[config.mk]
export PLATFORM = sky130hd
export DESIGN_NAME = mpr_regs
export DESIGN_NICKNAME = d
export VERILOG_FILES = /design/src/mpr_pkg.sv /design/src/mpr_base_field.sv /design/src/mpr_decode.sv /design/src/mpr_regs.sv
export VERILOG_INCLUDE_DIRS = /design/src
export SDC_FILE = /design/constraint.sdc
export NUM_CORES = 1
export LEC_CHECK = 0
export BUFFER_PORTS_ARGS = -buffer_cell sky130_fd_sc_hd__buf_2
export CORE_AREA = 2 2 106 108
export CTS_CLUSTER_SIZE = 14
export DETAILED_ROUTE_END_ITERATION = 6
export DIE_AREA = 0 0 108 110
export PLACE_DENSITY = 0.69
export SLEW_MARGIN = 15
export SYNTH_ARGS = -nofsm -noshare
export SYNTH_HDL_FRONTEND = slang
export SYNTH_SLANG_ARGS = --single-unit
export TNS_END_PERCENT = 10
[constraint.sdc]
create_clock -name sys_clk -period 2.2 [get_ports sys_clk]
set_input_delay 0.33 -clock sys_clk [delete_from_list [all_inputs] [get_ports sys_clk]]
set_output_delay 0.33 -clock sys_clk [all_outputs]
set_load 0.05 [all_outputs]
[src/mpr_defs.svh]
// Register offsets, field positions, reset values and sizes of the partition registers
`ifndef MPR_DEFS_SVH
`define MPR_DEFS_SVH
`define MPR_OFS_KERNEL_PROG     12'h000
`define MPR_OFS_USER_DATA       12'h004
`define MPR_OFS_USER_PROG       12'h008
`define MPR_OFS_DATA_RAM_SIZE   12'h00C
`define MPR_OFS_FLASH_USER_PROG 12'h010
`define MPR_OFS_FLASH_SIZE      12'h014
`define MPR_OFS_BOOT_SIZE       12'h018
`define MPR_RAM_FLD_MSB         15
`define MPR_FLASH_FLD_MSB       19
`define MPR_FLD_LSB             11
`define MPR_RAM_FLD_RESET       5'h0
`define MPR_FLASH_FLD_RESET     9'h000
`define MPR_DATA_RAM_SIZE       32'h0000_8000
`define MPR_FLASH_SIZE          32'h0008_0000
`define MPR_BOOT_SIZE           32'h0000_3000
`define MPR_USER_RAM_PHYS       32'hBF00_0000
`define MPR_USER_FLASH_PHYS     32'hBD00_0000
`endif

[src/mpr_pkg.sv]
// Types shared by the partition register bank
package mpr_pkg;
  typedef struct packed {
    logic        psel;
    logic        penable;
    logic        pwrite;
    logic [11:0] paddr;
    logic [31:0] pwdata;
  } mpr_apb_req_t;

  typedef struct packed {
    logic [31:0] ram_kernel_program_base;
    logic [31:0] ram_user_data_base;
    logic [31:0] ram_user_program_base;
    logic [31:0] flash_user_program_base;
    logic [31:0] user_ram_phys_start;
    logic [31:0] user_flash_phys_start;
  } mpr_map_t;

  typedef enum logic [2:0] {
    MPR_SEL_KPB, MPR_SEL_UDB, MPR_SEL_UPB, MPR_SEL_DRS, MPR_SEL_FUP, MPR_SEL_PFS, MPR_SEL_BFS, MPR_SEL_NONE
  } mpr_sel_t;
endpackage

[src/mpr_base_field.sv]
// One writable base-address field with its read-only zero low bits
`timescale 1ns/100ps
`default_nettype none
`include "mpr_defs.svh"
module mpr_base_field #(
  parameter int W = 5
) (
  input  wire logic         sys_clk,
  input  wire logic         nrst,
  input  wire logic         wr_en,
  input  wire logic [31:0]  wdata,
  output logic      [31:0]  value
);
  logic [W-1:0] fld_reg;
  logic [W-1:0] fld_next;

  always_comb begin
    fld_next = fld_reg;
    if (wr_en) begin
      fld_next = wdata[`MPR_FLD_LSB +: W];
    end
  end

  always_ff @(posedge sys_clk or negedge nrst) begin
    if (!nrst) begin
      fld_reg <= '0;
    end else begin
      fld_reg <= fld_next;
    end
  end

  // Upper reserved bits and low 11 bits read zero
  assign value = {{(32 - W - `MPR_FLD_LSB){1'b0}}, fld_reg, {`MPR_FLD_LSB{1'b0}}};
endmodule
`default_nettype wire

[src/mpr_decode.sv]
// Address decode of the register offsets
`timescale 1ns/100ps
`default_nettype none
`include "mpr_defs.svh"
module mpr_decode (
  input  wire logic [11:0]      paddr,
  output mpr_pkg::mpr_sel_t     sel
);
  always_comb begin
    unique case (paddr)
      `MPR_OFS_KERNEL_PROG:     sel = mpr_pkg::MPR_SEL_KPB;
      `MPR_OFS_USER_DATA:       sel = mpr_pkg::MPR_SEL_UDB;
      `MPR_OFS_USER_PROG:       sel = mpr_pkg::MPR_SEL_UPB;
      `MPR_OFS_DATA_RAM_SIZE:   sel = mpr_pkg::MPR_SEL_DRS;
      `MPR_OFS_FLASH_USER_PROG: sel = mpr_pkg::MPR_SEL_FUP;
      `MPR_OFS_FLASH_SIZE:      sel = mpr_pkg::MPR_SEL_PFS;
      `MPR_OFS_BOOT_SIZE:       sel = mpr_pkg::MPR_SEL_BFS;
      default:                  sel = mpr_pkg::MPR_SEL_NONE;
    endcase
  end
endmodule
`default_nettype wire

[src/mpr_regs.sv]
// APB register bank that places user and kernel memory partitions
//
// Design decisions made here: the placing of the registers and the APB interface to the registers.
`timescale 1ns/100ps
`default_nettype none
`include "mpr_defs.svh"
module mpr_regs #(
  parameter logic [31:0] DATA_RAM_SIZE = `MPR_DATA_RAM_SIZE,
  parameter logic [31:0] FLASH_SIZE    = `MPR_FLASH_SIZE
) (
  input  wire logic                  sys_clk,
  input  wire logic                  nrst,
  input  wire mpr_pkg::mpr_apb_req_t apb_req,
  output logic [31:0]                prdata,
  output logic                       pready,
  output logic                       pslverr,
  output mpr_pkg::mpr_map_t          map
);
  mpr_pkg::mpr_sel_t sel;
  logic              wr;
  logic              rd;
  logic [31:0]       kpb;
  logic [31:0]       udb;
  logic [31:0]       upb;
  logic [31:0]       fup;
  logic [31:0]       prdata_reg;
  logic [31:0]       prdata_next;
  logic              pslverr_reg;
  logic              pslverr_next;

  // Strobe of one register: a write access cycle whose offset decodes to it
  function automatic logic reg_hit(input logic              strobe,
                                   input mpr_pkg::mpr_sel_t cur,
                                   input mpr_pkg::mpr_sel_t want);
    return strobe && (cur == want);
  endfunction

  mpr_decode u_dec (
    .paddr (apb_req.paddr),
    .sel   (sel)
  );

  // Zero-wait slave: write and read data take effect in the access cycle
  assign wr = apb_req.psel && apb_req.penable && apb_req.pwrite;
  assign rd = apb_req.psel && !apb_req.penable && !apb_req.pwrite;
  assign pready = 1'b1;

  mpr_base_field #(.W(`MPR_RAM_FLD_MSB - `MPR_FLD_LSB + 1)) u_kpb (
    .sys_clk (sys_clk),
    .nrst    (nrst),
    .wr_en   (reg_hit(wr, sel, mpr_pkg::MPR_SEL_KPB)),
    .wdata   (apb_req.pwdata),
    .value   (kpb)
  );

  mpr_base_field #(.W(`MPR_RAM_FLD_MSB - `MPR_FLD_LSB + 1)) u_udb (
    .sys_clk (sys_clk),
    .nrst    (nrst),
    .wr_en   (reg_hit(wr, sel, mpr_pkg::MPR_SEL_UDB)),
    .wdata   (apb_req.pwdata),
    .value   (udb)
  );

  mpr_base_field #(.W(`MPR_RAM_FLD_MSB - `MPR_FLD_LSB + 1)) u_upb (
    .sys_clk (sys_clk),
    .nrst    (nrst),
    .wr_en   (reg_hit(wr, sel, mpr_pkg::MPR_SEL_UPB)),
    .wdata   (apb_req.pwdata),
    .value   (upb)
  );

  mpr_base_field #(.W(`MPR_FLASH_FLD_MSB - `MPR_FLD_LSB + 1)) u_fup (
    .sys_clk (sys_clk),
    .nrst    (nrst),
    .wr_en   (reg_hit(wr, sel, mpr_pkg::MPR_SEL_FUP)),
    .wdata   (apb_req.pwdata),
    .value   (fup)
  );

  // Read data registered in the setup cycle so it is stable in the access cycle
  always_comb begin
    prdata_next  = prdata_reg;
    pslverr_next = 1'b0;
    if (apb_req.psel && !apb_req.penable) begin
      pslverr_next = (sel == mpr_pkg::MPR_SEL_NONE);
    end else if (apb_req.psel) begin
      pslverr_next = pslverr_reg;
    end
    if (rd) begin
      unique case (sel)
        mpr_pkg::MPR_SEL_KPB:  prdata_next = kpb;
        mpr_pkg::MPR_SEL_UDB:  prdata_next = udb;
        mpr_pkg::MPR_SEL_UPB:  prdata_next = upb;
        mpr_pkg::MPR_SEL_DRS:  prdata_next = DATA_RAM_SIZE;
        mpr_pkg::MPR_SEL_FUP:  prdata_next = fup;
        mpr_pkg::MPR_SEL_PFS:  prdata_next = FLASH_SIZE;
        mpr_pkg::MPR_SEL_BFS:  prdata_next = `MPR_BOOT_SIZE;
        mpr_pkg::MPR_SEL_NONE: prdata_next = 32'h0000_0000;
      endcase
    end
  end

  always_ff @(posedge sys_clk or negedge nrst) begin
    if (!nrst) begin
      prdata_reg  <= 32'h0000_0000;
      pslverr_reg <= 1'b0;
    end else begin
      prdata_reg  <= prdata_next;
      pslverr_reg <= pslverr_next;
    end
  end

  assign prdata  = prdata_reg;
  assign pslverr = pslverr_reg && apb_req.psel && apb_req.penable;

  // Decode view, updated from the edge after the write
  always_comb begin
    map.ram_kernel_program_base = kpb;
    map.ram_user_data_base      = udb;
    map.ram_user_program_base   = upb;
    map.flash_user_program_base = fup;
    map.user_ram_phys_start     = `MPR_USER_RAM_PHYS + udb;
    map.user_flash_phys_start   = `MPR_USER_FLASH_PHYS + fup;
  end

  // Software ordering constraints are not enforced in hardware

  property p_low_zero;
    @(posedge sys_clk) disable iff (!nrst)
      (rd && (sel == mpr_pkg::MPR_SEL_UDB || sel == mpr_pkg::MPR_SEL_UPB)) |=> (prdata[10:0] == 11'h000);
  endproperty
  a_low_zero: assert property (p_low_zero) else $error("RAM base low bits not zero");

  property p_fup_low_zero;
    @(posedge sys_clk) disable iff (!nrst)
      (rd && sel == mpr_pkg::MPR_SEL_FUP) |=> (prdata[10:0] == 11'h000);
  endproperty
  a_fup_low_zero: assert property (p_fup_low_zero) else $error("Flash base low bits not zero");

  property p_hi_zero;
    @(posedge sys_clk) disable iff (!nrst)
      (rd && (sel == mpr_pkg::MPR_SEL_UDB || sel == mpr_pkg::MPR_SEL_UPB)) |=> (prdata[31:16] == 16'h0000);
  endproperty
  a_hi_zero: assert property (p_hi_zero) else $error("RAM base reserved bits not zero");

  property p_fup_hi_zero;
    @(posedge sys_clk) disable iff (!nrst)
      (rd && sel == mpr_pkg::MPR_SEL_FUP) |=> (prdata[31:20] == 12'h000);
  endproperty
  a_fup_hi_zero: assert property (p_fup_hi_zero) else $error("Flash base reserved bits not zero");

  property p_udb_write;
    @(posedge sys_clk) disable iff (!nrst)
      (wr && sel == mpr_pkg::MPR_SEL_UDB) |=> (udb[15:11] == $past(apb_req.pwdata[15:11]));
  endproperty
  a_udb_write: assert property (p_udb_write) else $error("User data base not written");

  property p_upb_write;
    @(posedge sys_clk) disable iff (!nrst)
      (wr && sel == mpr_pkg::MPR_SEL_UPB) |=> (upb[15:11] == $past(apb_req.pwdata[15:11]));
  endproperty
  a_upb_write: assert property (p_upb_write) else $error("User program base not written");

  property p_fup_write;
    @(posedge sys_clk) disable iff (!nrst)
      (wr && sel == mpr_pkg::MPR_SEL_FUP) |=> (fup[19:11] == $past(apb_req.pwdata[19:11]));
  endproperty
  a_fup_write: assert property (p_fup_write) else $error("Flash user base not written");

  property p_hold;
    @(posedge sys_clk) disable iff (!nrst)
      !wr |=> $stable(udb) && $stable(upb) && $stable(fup);
  endproperty
  a_hold: assert property (p_hold) else $error("Base changed without write");

  property p_boot_read;
    @(posedge sys_clk) disable iff (!nrst)
      (rd && sel == mpr_pkg::MPR_SEL_BFS) |=> (prdata == 32'h0000_3000);
  endproperty
  a_boot_read: assert property (p_boot_read) else $error("Boot size wrong");

  property p_ram_read;
    @(posedge sys_clk) disable iff (!nrst)
      (rd && sel == mpr_pkg::MPR_SEL_DRS) |=> (prdata == DATA_RAM_SIZE);
  endproperty
  a_ram_read: assert property (p_ram_read) else $error("RAM size wrong");

  property p_flash_read;
    @(posedge sys_clk) disable iff (!nrst)
      (rd && sel == mpr_pkg::MPR_SEL_PFS) |=> (prdata == FLASH_SIZE);
  endproperty
  a_flash_read: assert property (p_flash_read) else $error("Flash size wrong");

  property p_phys;
    @(posedge sys_clk) disable iff (!nrst)
      (wr && sel == mpr_pkg::MPR_SEL_UDB) |=> (map.user_ram_phys_start == 32'hBF00_0000 + udb);
  endproperty
  a_phys: assert property (p_phys) else $error("User RAM start wrong");

  property p_kpb_write;
    @(posedge sys_clk) disable iff (!nrst)
      reg_hit(wr, sel, mpr_pkg::MPR_SEL_KPB) |=> (kpb[15:11] == $past(apb_req.pwdata[15:11]));
  endproperty
  a_kpb_write: assert property (p_kpb_write) else $error("Kernel program base not written");

  property p_kpb_hold;
    @(posedge sys_clk) disable iff (!nrst)
      !reg_hit(wr, sel, mpr_pkg::MPR_SEL_KPB) |=> $stable(kpb);
  endproperty
  a_kpb_hold: assert property (p_kpb_hold) else $error("Kernel program base changed");

  property p_udb_only;
    @(posedge sys_clk) disable iff (!nrst)
      !reg_hit(wr, sel, mpr_pkg::MPR_SEL_UDB) |=> $stable(udb);
  endproperty
  a_udb_only: assert property (p_udb_only) else $error("User data base changed by other write");

  property p_kpb_read;
    @(posedge sys_clk) disable iff (!nrst)
      (rd && sel == mpr_pkg::MPR_SEL_KPB) |=> (prdata == $past(kpb));
  endproperty
  a_kpb_read: assert property (p_kpb_read) else $error("Kernel program base read wrong");

  property p_udb_read;
    @(posedge sys_clk) disable iff (!nrst)
      (rd && sel == mpr_pkg::MPR_SEL_UDB) |=> (prdata == $past(udb));
  endproperty
  a_udb_read: assert property (p_udb_read) else $error("User data base read wrong");

  property p_upb_read;
    @(posedge sys_clk) disable iff (!nrst)
      (rd && sel == mpr_pkg::MPR_SEL_UPB) |=> (prdata == $past(upb));
  endproperty
  a_upb_read: assert property (p_upb_read) else $error("User program base read wrong");

  property p_fup_read;
    @(posedge sys_clk) disable iff (!nrst)
      (rd && sel == mpr_pkg::MPR_SEL_FUP) |=> (prdata == $past(fup));
  endproperty
  a_fup_read: assert property (p_fup_read) else $error("Flash user base read wrong");

  property p_kpb_low_zero;
    @(posedge sys_clk) disable iff (!nrst)
      (rd && sel == mpr_pkg::MPR_SEL_KPB) |=> (prdata[10:0] == 11'h000);
  endproperty
  a_kpb_low_zero: assert property (p_kpb_low_zero) else $error("Kernel base low bits not zero");

  // Checked from the second low edge so an early reset race cannot trip it
  property p_reset_clear;
    @(posedge sys_clk)
      (!nrst ##1 !nrst) |-> (kpb == 32'h0000_0000 && udb == 32'h0000_0000 && upb == 32'h0000_0000 &&
                             fup == 32'h0000_0000);
  endproperty
  a_reset_clear: assert property (p_reset_clear) else $error("Base field not cleared by reset");

  property p_kpb_map;
    @(posedge sys_clk) disable iff (!nrst)
      reg_hit(wr, sel, mpr_pkg::MPR_SEL_KPB) |=> (map.ram_kernel_program_base[15:11] == $past(apb_req.pwdata[15:11]));
  endproperty
  a_kpb_map: assert property (p_kpb_map) else $error("Decode view of kernel base late");

  property p_udb_map;
    @(posedge sys_clk) disable iff (!nrst)
      reg_hit(wr, sel, mpr_pkg::MPR_SEL_UDB) |=> (map.ram_user_data_base[15:11] == $past(apb_req.pwdata[15:11]));
  endproperty
  a_udb_map: assert property (p_udb_map) else $error("Decode view of user data base late");

  property p_upb_map;
    @(posedge sys_clk) disable iff (!nrst)
      reg_hit(wr, sel, mpr_pkg::MPR_SEL_UPB) |=> (map.ram_user_program_base[15:11] == $past(apb_req.pwdata[15:11]));
  endproperty
  a_upb_map: assert property (p_upb_map) else $error("Decode view of user program base late");

  property p_fup_map;
    @(posedge sys_clk) disable iff (!nrst)
      reg_hit(wr, sel, mpr_pkg::MPR_SEL_FUP) |=> (map.flash_user_program_base[19:11] == $past(apb_req.pwdata[19:11]));
  endproperty
  a_fup_map: assert property (p_fup_map) else $error("Decode view of flash base late");

  property p_fup_phys;
    @(posedge sys_clk) disable iff (!nrst)
      reg_hit(wr, sel, mpr_pkg::MPR_SEL_FUP) |=>
        (map.user_flash_phys_start == `MPR_USER_FLASH_PHYS + {12'h000, $past(apb_req.pwdata[19:11]), 11'h000});
  endproperty
  a_fup_phys: assert property (p_fup_phys) else $error("User flash start wrong");

  c_udb_wr: cover property (@(posedge sys_clk) disable iff (!nrst) wr && sel == mpr_pkg::MPR_SEL_UDB);
  c_fup_wr: cover property (@(posedge sys_clk) disable iff (!nrst) wr && sel == mpr_pkg::MPR_SEL_FUP);
  c_err:    cover property (@(posedge sys_clk) disable iff (!nrst) pslverr);
  c_upb_wr: cover property (@(posedge sys_clk) disable iff (!nrst) wr && sel == mpr_pkg::MPR_SEL_UPB);
  c_sz_rd:  cover property (@(posedge sys_clk) disable iff (!nrst) rd && sel == mpr_pkg::MPR_SEL_PFS);
endmodule
`default_nettype wire

==> key figures <==
Power and ir drop
  – Power Dens Cells: 645 nW/um^2
  – Sw Share: 0.524
  – Reg power frac: 0.341
  – Sw power: 0.995 mW
  – Internal power: 0.905 mW
  – Max VDD drop: 0.000404 V
  – Leak: 1.76 nW
  – Clock power share: 0.223
  – Comb pwr share: 0.437

Min path
  – Worst min path class: input port to async pin

Flow run
  – Max_cap viols: 0

Clocking
  – Root Buffer: clkbuf_8
  – Post-cts sizing count: 0
  – Clk sink count: 34
  – H-tree depth: 2
  – Reg clk slew, reported paths: 0.06 ns
  – CTS Buf Count: 5
  – CTS tree: built
  – CTS Hold Bufs: 0
  – Worst skew pair latency: 0.28 ns
  – Maximum clock insertion buffer count: 2
  – Post-CTS Setup Bufs: 0

Synth
  – Main flop type after synthesis: dfrtp_1
  – FF+latch count, synth: 34
  – Distinct cells, synth: 33
  – Gate Count Post-Synth: 338
  – Async set-reset flop share out of synthesis: 1.00
  – Avg Cell Area, Syn: 9.14 um^2
  – Sequential fraction of the synthesis area: 0.275
  – EDFF count, synth: 0
  – Mapped Area: 3090 um^2
  – Syn. warnings: 0

Place
  – DP Area: 2870 um^2
  – DP Wirelength: 4.51 mm
  – # port buffers: 73
  – Gpl congestion: 0.866
  – Dpl cells: 535

Finish
  – Commonest cells after routing, fill and taps aside: conb_1 (178), buf_2 (73), dfrtp_1 (34)
  – Final #Nets: 451
  – Inserted Diodes: 0
  – Non-filler cells, final: 542
  – Fillers: 1198
  – Area Growth Syn to Fin: -4.66%
  – Fin area: 2950 um^2
  – Commonest non-fill, non-tap cell in the layout: conb_1
  – Share of layout cells above drive strength 1: 0.281

Critical path
  – Critical path class: input port to flop
  – Crit-path max cell delay: 0.56 ns
  – Max FO, Critical Path: 5
  – Worst EP arrival: 2.01 ns
  – CP Cell Sequence: buf_2 > or4_4 > nor3_1 > and3_1 > mux2_2
  – Worst r2r dst: prdata[11]
  – Slowest-stage cell, CP: or4_4
  – R2R depth: 4
  – Flop2flop setup slack: 1.07 ns
  – Setup crit end kind: flop
  – Worst path required time: 2.36 ns
  – Worst r2r src: u_fup.fld_reg[0]
  – Crit path launch type: input port

Global routing
  – Largest net degree at the start of global routing: 35
  – GR Overflow Total: 0
  – GR Util All Layers: 0.0831
  – Antenna violations before repair: 0
  – Vias in the first global route: 1480
  – First-pass GRT wire length: 7.68 mm

STA
  – RSZ-0062 raised after global routing: no
  – Final Skew: 0.00323 ns
  – Fin crit period: 1.85 ns
  – Final count of negative-setup-slack endpoints: 0
  – Fin Hold WS: 0.124 ns
  – Fin crit share: 0.839
  – Worst-Margin Slew: 0.772 ns
  – Post-Route Setup TNS: 0 ns
  – Worst slew margin: 0.485
  – Slew Viols, Final: 0
  – Final Hold Viols: 0
  – Max Clk Rate: 542 MHz

Route
  – DR vias: 1937
  – Wire per inst: 10.1 um
  – Routed wire length: 5.49 mm
  – Vias/cell: 3.57
  – DRT Pass-1 Iters: 4
  – # DRC: 0
  – Violation count after the first detailed-route iteration: 30
  – Post-route ant nets: 0

Floorplan
  – FP Rows: 38
  – Die Area: 11900 um^2
  – Die width: 108 um
  – Initial Utilization: 0.289
  – Die Ht: 110 um
  – Io pins: 275
  – Core Box Area: 10700 um^2

Status
  – Outcome: complete, no violations
[worst max-delay path, delay by kind of cell]
family / cells / cell delay, ns
simple gates: 3 / 1.18
mux: 1 / 0.38
buf+inv: 1 / 0.12
[power by group through the flow]
stage	clock, mW	sequential (mW)	combinational (mW)
2_1_floorplan	0	0.700	0.958
4_1_cts	0.435	0.647	0.823
6_report	0.423	0.647	0.830
3_3_place_gp	0	0.659	0.821
5_1_grt	0.467	0.649	0.870
3_5_place_dp	0	0.657	0.824
[worst max-delay path by stage]
stage / start / endpoint / slack, ns
global route: apb_req[42] / u_udb.fld_reg[0] / 0.26
floorplan: apb_req[35] / u_fup.fld_reg[0] / 0.37
global placement: apb_req[42] / u_udb.fld_reg[1] / 0.08
detailed placement: apb_req[42] / u_udb.fld_reg[3] / 0.07
finish: apb_req[42] / u_udb.fld_reg[2] / 0.35
CTS: apb_req[42] / u_udb.fld_reg[2] / 0.38
[per-layer routing]
metal	GRT usage	share of wire	wire, um
met5	0	0	0
met4	0.0403	0.018	98
met1	0.0966	0.34	1890
met3	0.0200	0.12	670
met2	0.144	0.52	2830
[logic make-up (layout without fill, tap and decap cells)]
family          Yosys count  in the layout  synth area share
simple gates             52             52             0.103
buf+inv                 201             89             0.478
flops                    34             34             0.275
compound gates           25             25            0.0535
mux                      24             24            0.0875
other cells               2            178           0.00243
[cells in the mapped netlist (all sizes together), types with 2 or more instances]
library cell,n,share of area
clkbuf,4,0.0049
o21ai,4,0.0065
buf,194,0.47
conb,2,0.0024
mux2,24,0.087
nand3,5,0.0081
a21oi,6,0.0097
inv,3,0.0036
nor4,6,0.022
nand2,12,0.015
nor3,5,0.0097
o221ai,2,0.0057
a41oi,3,0.0085
nor2,6,0.0073
o2111ai,2,0.0057
and3,3,0.0061
nor2b,4,0.0081
nand4,2,0.0040
or3,2,0.0057
dfrtp,34,0.28
o22ai,5,0.010
nand2b,4,0.0081
a31oi,2,0.0040
[final cells by class]
class,count,area (um^2),area share
multi-input cells,279,1420,0.483
flip-flops and latches,34,851,0.289
repair buffers,79,410,0.139
well taps,140,175,0.0595
clock buffers,7,76.3,0.0259
inverters,3,11.3,0.00382
[through the flow]
step,setup WS (ns),utilization,power (mW)
2_1_floorplan,0.374,-,1.66
3_3_place_gp,0.0830,0.268,1.48
3_5_place_dp,0.0743,0.268,1.48
4_1_cts,0.379,0.275,1.91
5_1_grt,0.265,0.275,1.99
6_report,0.354,0.275,1.90
Note: power is estimated with default switching activity, not from simulation.
